--- src/sph_regs.svh ---
// Register offsets, field positions, reset values and timing counts
// Assumes a 32-bit classic Wishbone slave decoding byte addresses [7:0]
`ifndef SPH_REGS_SVH
`define SPH_REGS_SVH
`define SPH_OFS_CTRL 8'h00
`define SPH_OFS_MODE 8'h04
`define SPH_OFS_RX 8'h08
`define SPH_OFS_TX 8'h0C
`define SPH_OFS_STAT 8'h10
`define SPH_OFS_IEN 8'h14
`define SPH_OFS_IDIS 8'h18
`define SPH_OFS_IMSK 8'h1C
`define SPH_OFS_CSCFG 8'h30
`define SPH_CTRL_EN 0
`define SPH_CTRL_DIS 1
`define SPH_CTRL_SWRST 7
`define SPH_MODE_PS 1
`define SPH_MODE_DEC 2
`define SPH_MODE_PCS 16
`define SPH_MODE_MASK 32'h000F0006
`define SPH_TX_PCS 16
`define SPH_TX_CLOSE 24
`define SPH_ST_ENS 16
`define SPH_ST_TXE 9
`define SPH_ST_SELECT_RISE_FLAG 8
`define SPH_ST_OVR 3
`define SPH_ST_MODE_FAULT_FLAG 2
`define SPH_ST_TX_HOLD_EMPTY_FLAG 1
`define SPH_ST_RX_HOLD_FULL_FLAG 0
`define SPH_FLAG_MASK 10'h30F
`define SPH_CS_GAP 24
`define SPH_CS_LEAD 16
`define SPH_CS_BAUD 8
`define SPH_CS_BITS 4
`define SPH_CS_KEEP 3
`define SPH_CS_DROP 2
`define SPH_CS_PHA 1
`define SPH_CS_POL 0
`define SPH_RST_WORD 32'h00000000
`define SPH_CS_IDLE 4'hF
`define SPH_GAP_UNIT 32
`define SPH_BITS_BASE 5'h08
`define SPH_BITS_TOP 4'h8
`endif

--- src/sph_pkg.sv ---
// Types shared by the serial host register block
// Assumes sph_regs.svh holds all numeric constants
package sph_pkg;
	typedef enum logic [1:0] {SPH_IDLE, SPH_BUSY, SPH_GAP} sph_st_e;
	typedef struct packed {
		logic ack;
		logic [31:0] rdat;
		logic en;
		logic full;
		logic [15:0] tword;
		logic [3:0] tpcs;
		logic tclose;
		logic [31:0] mode;
		logic [31:0] cscfg;
		logic [9:0] mask;
		logic [15:0] rx;
		logic rx_hold_full_flag;
		logic ovr;
		logic mode_fault_flag;
		logic select_rise_flag;
		logic ss_q;
		sph_st_e st;
		logic [12:0] cnt;
		logic [3:0] cs;
		logic close;
	} sph_state_s;
endpackage : sph_pkg

--- src/sph_core.sv ---
// Register, status and select sequencing logic of a serial host port
// Assumes an external shift engine that takes words, shifts them and
// returns received words; all inputs synchronous to clk_i
`timescale 1ns/100ps
`default_nettype none
`include "sph_regs.svh"
module sph_core #(
	parameter int unsigned GAP_UNIT = `SPH_GAP_UNIT
) (
	input wire logic clk_i,
	input wire logic rst_i,
	input wire logic wb_cyc_i,
	input wire logic wb_stb_i,
	input wire logic wb_we_i,
	input wire logic [7:0] wb_adr_i,
	input wire logic [3:0] wb_sel_i,
	input wire logic [31:0] wb_dat_i,
	output logic [31:0] wb_dat_o,
	output logic wb_ack_o,
	output logic xfer_req_o,
	output logic [15:0] xfer_word_o,
	input wire logic xfer_take_i,
	input wire logic xfer_done_i,
	input wire logic rx_load_i,
	input wire logic [15:0] rx_word_i,
	input wire logic mode_fault_i,
	input wire logic slave_select_in_i,
	output logic [3:0] chip_select_out_o,
	output logic [4:0] word_bits_o,
	output logic [7:0] baud_divisor_o,
	output logic [7:0] lead_delay_o,
	output logic clock_phase_sel_o,
	output logic clock_idle_level_o,
	output logic enabled_o,
	output logic irq_o
);
	localparam sph_pkg::sph_state_s RST = '{
		st: sph_pkg::SPH_IDLE,
		cs: `SPH_CS_IDLE,
		ss_q: 1'b1,
		default: '0
	};
	sph_pkg::sph_state_s s;
	sph_pkg::sph_state_s next_s;
	logic acc;
	logic wr;
	logic rd;
	logic [7:0] a;
	logic [31:0] be;
	logic [31:0] wd;
	logic [31:0] sr;
	logic [4:0] nb;
	logic [15:0] wmask;
	logic [3:0] code;
	logic [3:0] pat;
	logic [7:0] gap;
	logic endw;
	logic swrst;
	logic wtx;
	logic rd_rx;
	logic rd_sr;

	assign acc = wb_cyc_i & wb_stb_i & ~s.ack;
	assign wr = acc & wb_we_i;
	assign rd = acc & ~wb_we_i;
	assign a = {wb_adr_i[7:2], 2'b00};
	assign be = {{8{wb_sel_i[3]}}, {8{wb_sel_i[2]}},
		{8{wb_sel_i[1]}}, {8{wb_sel_i[0]}}};
	assign wd = wb_dat_i & be;
	assign wtx = wr && a == `SPH_OFS_TX;
	assign rd_rx = rd && a == `SPH_OFS_RX;
	assign rd_sr = rd && a == `SPH_OFS_STAT;
	assign swrst = wr && a == `SPH_OFS_CTRL && wd[`SPH_CTRL_SWRST];
	assign gap = s.cscfg[`SPH_CS_GAP +: 8];

	// Reserved length codes fall back to the longest word
	assign nb = (s.cscfg[`SPH_CS_BITS +: 4] > `SPH_BITS_TOP) ? 5'h10 :
		`SPH_BITS_BASE + {1'b0, s.cscfg[`SPH_CS_BITS +: 4]};
	assign wmask = ~(16'hFFFF << nb);

	// Per-word select code only in variable mode
	assign code = s.mode[`SPH_MODE_PS] ? s.tpcs :
		s.mode[`SPH_MODE_PCS +: 4];
	// Forbidden code 1111 selects nobody
	assign pat = s.mode[`SPH_MODE_DEC] ? code :
		~code[0] ? 4'hE : ~code[1] ? 4'hD :
		~code[2] ? 4'hB : ~code[3] ? 4'h7 : `SPH_CS_IDLE;

	assign sr = {15'h0000, s.en, 6'h00,
		// Gated by enable so the status word resets to zero
		s.en & ~s.full & s.st == sph_pkg::SPH_IDLE,
		s.select_rise_flag, 4'h0, s.ovr, s.mode_fault_flag,
		s.en & ~s.full,
		s.rx_hold_full_flag};

	assign xfer_req_o = s.en & s.full & s.st == sph_pkg::SPH_IDLE;
	assign xfer_word_o = s.tword;
	assign chip_select_out_o = s.cs;
	assign word_bits_o = nb;
	assign baud_divisor_o = s.cscfg[`SPH_CS_BAUD +: 8];
	assign lead_delay_o = s.cscfg[`SPH_CS_LEAD +: 8];
	assign clock_phase_sel_o = s.cscfg[`SPH_CS_PHA];
	assign clock_idle_level_o = s.cscfg[`SPH_CS_POL];
	assign enabled_o = s.en;
	assign irq_o = |(sr[9:0] & s.mask);
	assign wb_dat_o = s.rdat;
	assign wb_ack_o = s.ack;

	always_comb begin
		next_s = s;
		endw = 1'b0;
		next_s.ack = acc;
		next_s.ss_q = slave_select_in_i;
		next_s.rdat = `SPH_RST_WORD;
		if (rd) begin
			case (a)
				`SPH_OFS_MODE: next_s.rdat = s.mode;
				`SPH_OFS_RX: next_s.rdat = {16'h0000, s.rx};
				`SPH_OFS_STAT: next_s.rdat = sr;
				`SPH_OFS_IMSK: next_s.rdat = {22'h000000, s.mask};
				`SPH_OFS_CSCFG: next_s.rdat = s.cscfg;
				default: next_s.rdat = `SPH_RST_WORD;
			endcase
		end
		// Clears first so that a same-cycle event still sets its flag
		if (rd_rx) begin
			next_s.rx_hold_full_flag = 1'b0;
		end
		if (rd_sr) begin
			next_s.ovr = 1'b0;
			next_s.mode_fault_flag = 1'b0;
			next_s.select_rise_flag = 1'b0;
		end
		if (rx_load_i) begin
			next_s.rx = rx_word_i & wmask;
			next_s.rx_hold_full_flag = 1'b1;
			if (s.rx_hold_full_flag && !rd_rx) begin
				next_s.ovr = 1'b1;
			end
		end
		if (mode_fault_i) begin
			next_s.mode_fault_flag = 1'b1;
		end
		if (slave_select_in_i && !s.ss_q) begin
			next_s.select_rise_flag = 1'b1;
		end
		case (s.st)
			sph_pkg::SPH_IDLE: begin
				if (xfer_req_o && xfer_take_i) begin
					next_s.full = 1'b0;
					next_s.st = sph_pkg::SPH_BUSY;
					// A different select simply replaces the held one
					next_s.cs = pat;
					next_s.close = s.mode[`SPH_MODE_PS] & s.tclose;
				end
			end
			sph_pkg::SPH_BUSY: begin
				if (xfer_done_i) begin
					if (gap != 8'h00) begin
						next_s.st = sph_pkg::SPH_GAP;
						next_s.cnt = 13'(32'(gap) * GAP_UNIT);
					end else begin
						endw = 1'b1;
					end
				end
			end
			sph_pkg::SPH_GAP: begin
				if (s.cnt == 13'h0001) begin
					endw = 1'b1;
				end else begin
					next_s.cnt = s.cnt - 13'h0001;
				end
			end
			default: next_s.st = sph_pkg::SPH_IDLE;
		endcase
		if (wr) begin
			case (a)
				`SPH_OFS_CTRL: begin
					if (wd[`SPH_CTRL_EN]) begin
						next_s.en = 1'b1;
					end
					// Disable wins; a pending word is dropped
					if (wd[`SPH_CTRL_DIS]) begin
						next_s.en = 1'b0;
						next_s.full = 1'b0;
					end
				end
				`SPH_OFS_MODE: begin
					next_s.mode = ((s.mode & ~be) | wd) & `SPH_MODE_MASK;
				end
				`SPH_OFS_TX: begin
					next_s.tword = wd[15:0];
					next_s.tpcs = wd[`SPH_TX_PCS +: 4];
					next_s.tclose = wd[`SPH_TX_CLOSE];
					next_s.full = 1'b1;
				end
				`SPH_OFS_IEN: begin
					next_s.mask = s.mask | (wd[9:0] & `SPH_FLAG_MASK);
				end
				`SPH_OFS_IDIS: begin
					next_s.mask = s.mask & ~(wd[9:0] & `SPH_FLAG_MASK);
				end
				`SPH_OFS_CSCFG: begin
					next_s.cscfg = (s.cscfg & ~be) | wd;
				end
				default: next_s.en = next_s.en;
			endcase
		end
		// Select drops only after the gap, never mid-gap
		if (endw) begin
			next_s.st = sph_pkg::SPH_IDLE;
			if (s.close || s.cscfg[`SPH_CS_DROP] ||
				(!s.cscfg[`SPH_CS_KEEP] && !next_s.full)) begin
				next_s.cs = `SPH_CS_IDLE;
			end
		end
		if (swrst) begin
			next_s = RST;
			next_s.ack = 1'b1;
		end
	end

	always_ff @(posedge clk_i) begin
		if (rst_i) begin
			s <= RST;
		end else begin
			s <= next_s;
		end
	end
endmodule : sph_core
`default_nettype wire

--- config.mk ---
export PLATFORM = sky130hd
export DESIGN_NAME = sph_core
export DESIGN_NICKNAME = d
export VERILOG_FILES = /design/src/sph_pkg.sv /design/src/sph_core.sv
export VERILOG_INCLUDE_DIRS = /design/src /design/src/src
export SDC_FILE = /design/constraint.sdc
export NUM_CORES = 1
export LEC_CHECK = 0
export BUFFER_PORTS_ARGS = -buffer_cell sky130_fd_sc_hd__buf_2
export CAP_MARGIN = 10
export CORE_MARGIN = 10
export CORE_UTILIZATION = 54
export CTS_CLUSTER_DIAMETER = 120
export CTS_CLUSTER_SIZE = 25
export DETAILED_ROUTE_END_ITERATION = 8
export HOLD_SLACK_MARGIN = 0.12
export PLACE_DENSITY = 0.81
export SETUP_SLACK_MARGIN = 0.1
export SLEW_MARGIN = 40
export SYNTH_ARGS = -nofsm -noshare
export SYNTH_HDL_FRONTEND = slang
export SYNTH_SLANG_ARGS = --single-unit
--- constraint.sdc ---
create_clock -name clk_i -period 3.2 [get_ports clk_i]
set_clock_uncertainty 0.1 [all_clocks]
set_input_delay 0 -clock clk_i [delete_from_list [all_inputs] [get_ports clk_i]]
set_output_delay 0 -clock clk_i [all_outputs]
set_load 0.02 [all_outputs]
==> metrics.cfg, run 1 <==
[grt]
grt_max_degree = 69
grt_remaining_overflow = 0
grt_pass1_wl_um = 31640
antenna_found_initial = 1
grt_pass1_vias = 6178
gr-usage-all-layers = 0.2365

[power_and_ir_drop]
max-vdd-ir-drop_mv = 0.2865
power.leakage_nw = 3.690
powerDensity_nw_per_um2 = 503.8

[timing]
setup_viol = 0
finalCritPeriodShare = 0.9157
rsz0062_at_grt = false
final.setup.tns_ps = 0
tightestPinTransition_ps = 816.4
slew_violations = 0
clock.fmax_mhz = 341.3
fin_crit_ps = 2930
slew_headroom = 0.4537
hold_viol_final = 0
whs_ps = 143.3

[clock_tree]
numClockSinks = 141
clk_path_buf_depth = 2
numCtsBuffers = 17
cts_tree = done
root_buffer = clkbuf_16
clk_pin_slew_ps = 60
clock_latency_ps = 420
h-tree-depth = 4

[place]
gp_congestion = 0.9027
post-dp-hpwl_um = 12180
port-buffer-count = 146

[floorplanning]
die_w_um = 129.2
die_h_um = 129.2
initial_core_util = 0.5569
ios = 149
num_rows = 39
core_region_area_um2 = 11560
die_area_um2 = 16690

[route]
routed_wl_um = 20030
viasPerCell = 5.859
initialDrtViolationCount = 638
ant_nets = 0
first_pass_iters = 6
wl_per_cell_um = 19.06
route.vias.total = 6158
drc_errors = 0

[worst_setup_path]
path_cells = dlygate4sd3_1 -> buf_2 -> or4_4 -> nor2_2 -> a41o_4 -> buf_12 -> a21oi_1 -> dlygate4sd3_1
cp_max_fo = 68
endpoint = s[39]$_SDFFE_PP0P_
path_class = in2reg
start_kind = input port
path_buf_inv = 4
regToRegSetupSlack_ps = 460
r2r-start = wb_ack_o$_SDFF_PP0_
worstPathRequired_ps = 3410
critPathLaunch = wb_adr_i[4]
crit_top_cell = dlygate4sd3_1
crit_family = buffers and inverters
max_stage_delay_ps = 580
worstSetupEndpointType = flop
r2r-end = s[39]$_SDFFE_PP0P_
path_depth = 8
cp.arrival_ps = 3140
r2r_cells = 6
critPathSlowestCell = or4_4

[synthesis]
synth_top_area_frac = 0.4383
synth_compound_area_frac = 0.1327
synth_area_leaders = dfxtp_1 (44%), buf_4 (8.5%), mux2i_1 (8.1%)
ys_async_sr_fraction = 0
yosysMostFrequentCell = dfxtp_1
yosys.area_share.simple = 0.2063
synth_warnings = 0
synth_xor_area_frac = 0.006800
synthMuxAreaShare = 0.08432
ys_top_cells_by_count = dfxtp_1 (141), nor2_1 (95), buf_4 (73), nand2_1 (65), a21oi_1 (60)
yosys.cell_types.count = 57
synth-edff-count = 0
synth_ff_type = dfxtp_1
synth_seq_cells = 141
syn_inst = 740
syn_nets = 817
synth_largest_area_cell = dfxtp_1
synthAdderAreaFrac = 0.01360
synth-seq-area-share = 0.4383
synth_area_um2 = 6440
synth_top_family_by_area = simple AND/OR/NAND/NOR gates
syn-mean-instance-area_um2 = 8.703

[run_status]
status = complete, no violations

[hold_path]
worst_hold_path.num_cells = 5
hold_class = in2reg
hold_start = xfer_done_i

[layout]
nFillCells = 802
nets = 972
drive_gt1_frac = 0.2141
syn_to_final_growth_pct = 28.31

[run]
max_cap_viol_count = 0

## stage by stage
stage	cells	utilization	total power, mW	instance area (um^2)	worst slack, ps
final	1051	0.7145	4.163	8263	269.8
after global routing	1050	0.7143	4.259	8260	185.9
after CTS	1049	0.7132	4.140	8248	261.1
after detailed placement	929	0.5815	2.009	6725	786.3
after global placement	929	0.5815	2.007	6725	814.6
after floorplan	740	-	1.936	6440	1014
## final cells by class
cell class / count / area (um^2) / area share
Antenna cell: 2 / 5.005 / 0.0006057
Clock buffer: 21 / 460.4 / 0.05572
Clock inverter: 9 / 161.4 / 0.01953
Inverter: 11 / 41.29 / 0.004997
Multi-Input combinational cell: 478 / 2874 / 0.3478
Sequential cell: 141 / 2823 / 0.3416
Tap cell: 143 / 178.9 / 0.02165
Timing Repair Buffer: 246 / 1719 / 0.2081
## cell usage in the layout, fill, tap and decap left out, drive strengths merged, types with 11 or more instances in the layout
master,n
a22oi,19
nand2,65
inv,12
a21oi,61
dlygate4sd3,90
nand2b,12
mux2i,52
nor2,96
nor3,11
and2,12
o21ai,14
buf,156
nand3,42
clkbuf,21
dfxtp,141
## worst min path at each step
| stage | to | slack [ps] |
|---|---|---|
| after floorplan | wb_ack_o$_SDFF_PP0_ | -30 |
| after detailed placement | s[20]$_SDFF_PP1_ | 100 |
| final | s[17]$_SDFFE_PP0P_ | 140 |
| after global routing | s[16]$_SDFFE_PP0P_ | 180 |
| after global placement | s[20]$_SDFF_PP1_ | 100 |
| after CTS | s[17]$_SDFFE_PP0P_ | 130 |
## what timing repair did
item	CTS	global route
endpoints found under the setup margin	0	3
endpoints found under the hold margin	123	0
buffers inserted	0	0
hold buffers	90	0
resized for setup	0	1
## worst register-to-register path, delay by kind of cell, from the launching register on
family,cells,cell delay [ps]
compound gates,2,580
buf+inv,2,920
flops,1,330
simple gates,2,700
## where the power goes
| group | leakage (nW) | total (mW) | internal [mW] | switching (mW) |
|---|---|---|---|---|
| registers | 1.14 | 1.78 | 1.77 | 0.00987 |
| clock network | 0.296 | 2.10 | 1.34 | 0.759 |
| logic | 2.26 | 0.284 | 0.140 | 0.144 |
## cell families after synthesis
| kind of cell | Yosys count |
|---|---|
| multiplexers | 54 |
| AND/OR/NAND/NOR | 280 |
| flip-flops | 141 |
| XOR/XNOR | 5 |
| AO/OA/AOI/OAI | 132 |
| adder cells (fa/ha/maj) | 7 |
| buffers and inverters | 121 |
## metal layers
metal	wire (um)	vias up	global-route usage
li1	-	2819	-
met4	1078	0	0.1452
met2	9639	349	0.3892
met5	0	-	0
met1	7688	2878	0.2655
met3	1620	112	0.07096
Power figures use the tool's default switching activity.
==> inputs of run 2 (changes only) <==
CORE_UTILIZATION = 50   (was 54)
PLACE_DENSITY = 0.76   (was 0.81)
RECOVER_POWER = 25   (was default)
==> run 2 against run 1 <==
Compared with the run above: count of clock-buffer cells in the layout up 1; register-to-register slack worse by 50 ps; setup slack worse by 29 ps; core utilization down 6.0 points; largest cell class unchanged.
==> metrics.cfg, run 2 (synthesized netlist as in run 1, its figures left out) <==
[place]
post-place-cells = 958  ; was 929
port-buffer-count = 146  ; unchanged
post-dp-hpwl_um = 12280  ; was 12180 um
gp_congestion = 0.8544  ; was 0.9027
dp_slack_ps = 802.0  ; was 786.3 ps

[route]
drc_errors = 0  ; unchanged
routed_wl_um = 19310  ; was 20030 um
route.vias.total = 5961  ; was 6158
wl_per_cell_um = 17.76  ; was 19.06 um
viasPerCell = 5.484  ; was 5.859
first_pass_iters = 5  ; was 6
initialDrtViolationCount = 638  ; unchanged
ant_nets = 0  ; unchanged

[grt]
grt_remaining_overflow = 0  ; unchanged
gr-usage-all-layers = 0.2121  ; was 0.2365
grt_pass1_wl_um = 30750  ; was 31640 um
grt_max_degree = 71  ; was 69
grt_pass1_vias = 6010  ; was 6178
antenna_found_initial = 0  ; was 1

[worst_setup_path]
worstPathRequired_ps = 3410  ; about the same
critPathLaunch = wb_adr_i[4]  ; unchanged
endpoint = s[39]$_SDFFE_PP0P_  ; unchanged
cp_max_fo = 70  ; was 68
worstSetupEndpointType = flop  ; unchanged
r2r-start = wb_ack_o$_SDFF_PP0_  ; unchanged
regToRegSetupSlack_ps = 410  ; was 460 ps
r2r-end = s[39]$_SDFFE_PP0P_  ; unchanged
cp.arrival_ps = 3170  ; was 3140 ps
path_class = in2reg  ; unchanged
start_kind = input port  ; unchanged
r2r_cells = 6  ; unchanged

[layout]
layout_commonest_cell = dfxtp_1  ; was buf_2
seq_area_um2 = 2823  ; unchanged
fin_util = 0.6541  ; was 0.7145
nFillCells = 1038  ; was 802
layout_common_cells = dfxtp_1 (141), dlygate4sd3_1 (97), nor2_1 (95)  ; was buf_2 (146), dfxtp_1 (141), nor2_1 (95)
nets = 979  ; was 972
syn_to_final_growth_pct = 28.17  ; was 28.31%
multi_input_area_um2 = 2883  ; was 2874 um^2
drive_gt1_frac = 0.1563  ; was 0.2141
diodes = 0  ; was 2
final_cells = 1087  ; was 1051

[power_and_ir_drop]
power.leakage_nw = 3.482  ; was 3.690 nW
max-vdd-ir-drop_mv = 0.3581  ; was 0.2865 mV
powerDensity_nw_per_um2 = 479.4  ; was 503.8 nW/um^2

[floorplanning]
die_area_um2 = 17820  ; was 16690 um^2
num_rows = 41  ; was 39
core_region_area_um2 = 12620  ; was 11560 um^2
die_w_um = 133.5  ; was 129.2 um
ios = 149  ; unchanged
die_h_um = 133.5  ; was 129.2 um
initial_core_util = 0.5103  ; was 0.5569

[timing]
fin_crit_ps = 2959  ; was 2930 ps
worst_slack_ps = 240.7  ; was 269.8 ps
setup_viol = 0  ; unchanged
whs_ps = 254.9  ; was 143.3 ps
slew_violations = 0  ; unchanged
finalCritPeriodShare = 0.9248  ; was 0.9157
final.setup.tns_ps = 0  ; unchanged
slew_headroom = 0.5849  ; was 0.4537
tightestPinTransition_ps = 620.6  ; was 816.4 ps
clock.fmax_mhz = 337.9  ; was 341.3 MHz
rsz0062_at_grt = false  ; unchanged
hold_viol_final = 0  ; unchanged

[hold_path]
hold_class = in2reg  ; unchanged

[clock_tree]
cts_setup_buffers = 0  ; unchanged
numClockSinks = 141  ; unchanged
numCtsBuffers = 17  ; unchanged
root_buffer = clkbuf_16  ; unchanged
h-tree-depth = 4  ; unchanged
cts_resized = 0  ; unchanged
clk_path_buf_depth = 2  ; unchanged
clk_pin_slew_ps = 60  ; about the same
clock_latency_ps = 420  ; about the same
cts_tree = done  ; unchanged

[run]
max_cap_viol_count = 0  ; unchanged

[run_status]
status = complete, no violations  ; unchanged

run 2: changes by cell type in the layout (fill, tap and decap cells not counted), moves of 3 or more:
cell and change:
bufinv_16 -3, clkbuf_1 +54, clkinv_2 +5, buf_2 -55
dlygate4sd3_1 +7
run 2: how the worst min path moves through the flow:
stage	from	endpoint	slack [ps]	cells after the start
2_1_floorplan	rst_i	wb_ack_o$_SDFF_PP0_	-30	1
3_3_place_gp	slave_select_in_i	s[20]$_SDFF_PP1_	100	2
3_5_place_dp	slave_select_in_i	s[20]$_SDFF_PP1_	110	2
4_1_cts	wb_dat_i[29]	flop	240	4
5_1_grt	wb_dat_i[26]	flop	260	4
6_report	wb_dat_i[26]	flop	250	4
run 2: report_power, final:
part	total, mW	leakage, nW	switching [mW]	internal [mW]
clock network	1.89	0.282	0.744	1.15
logic	0.288	2.06	0.146	0.142
registers	1.78	1.14	0.00984	1.77
run 2: what timing repair did:
action                                  CTS  global route
hold buffers                             97             0
endpoints found under the setup margin    0             0
hold endpoints to repair                127             0
run 2: metrics by stage:
step / power, mW / cell area [um^2]
after floorplan: 1.936 / 6440
after CTS: 3.959 / 8312
after global routing: 4.088 / 8254
final: 3.957 / 8254
after global placement: 2.012 / 6769
after detailed placement: 2.015 / 6769
run 2: cell type report:
| cell class | count | area share |
|---|---|---|
| multi-input cells | 478 | 0.3492 |
| flip-flops and latches | 141 | 0.3420 |
| repair buffers | 253 | 0.2084 |
| clock buffers | 22 | 0.05866 |
| well taps | 172 | 0.02607 |
| clock inverters | 10 | 0.01061 |
| inverters | 11 | 0.005002 |
run 2: layer usage:
layer,track usage,up-vias,share of wire,routed length (um)
met5,0,-,0,0
met4,0.09069,0,0.032,625
met3,0.07105,56,0.075,1444
met2,0.3678,258,0.50,9688
met1,0.2310,2815,0.39,7550
li1,-,2832,-,-
run 2: critical path, cell delays in order:
cell and delay, ps:
dlygate4sd3_1 530, buf_2 160, or4_4 580, nor2_2 380, a41o_2 480, buf_12 320, a21oi_1 90, dlygate4sd3_1 570
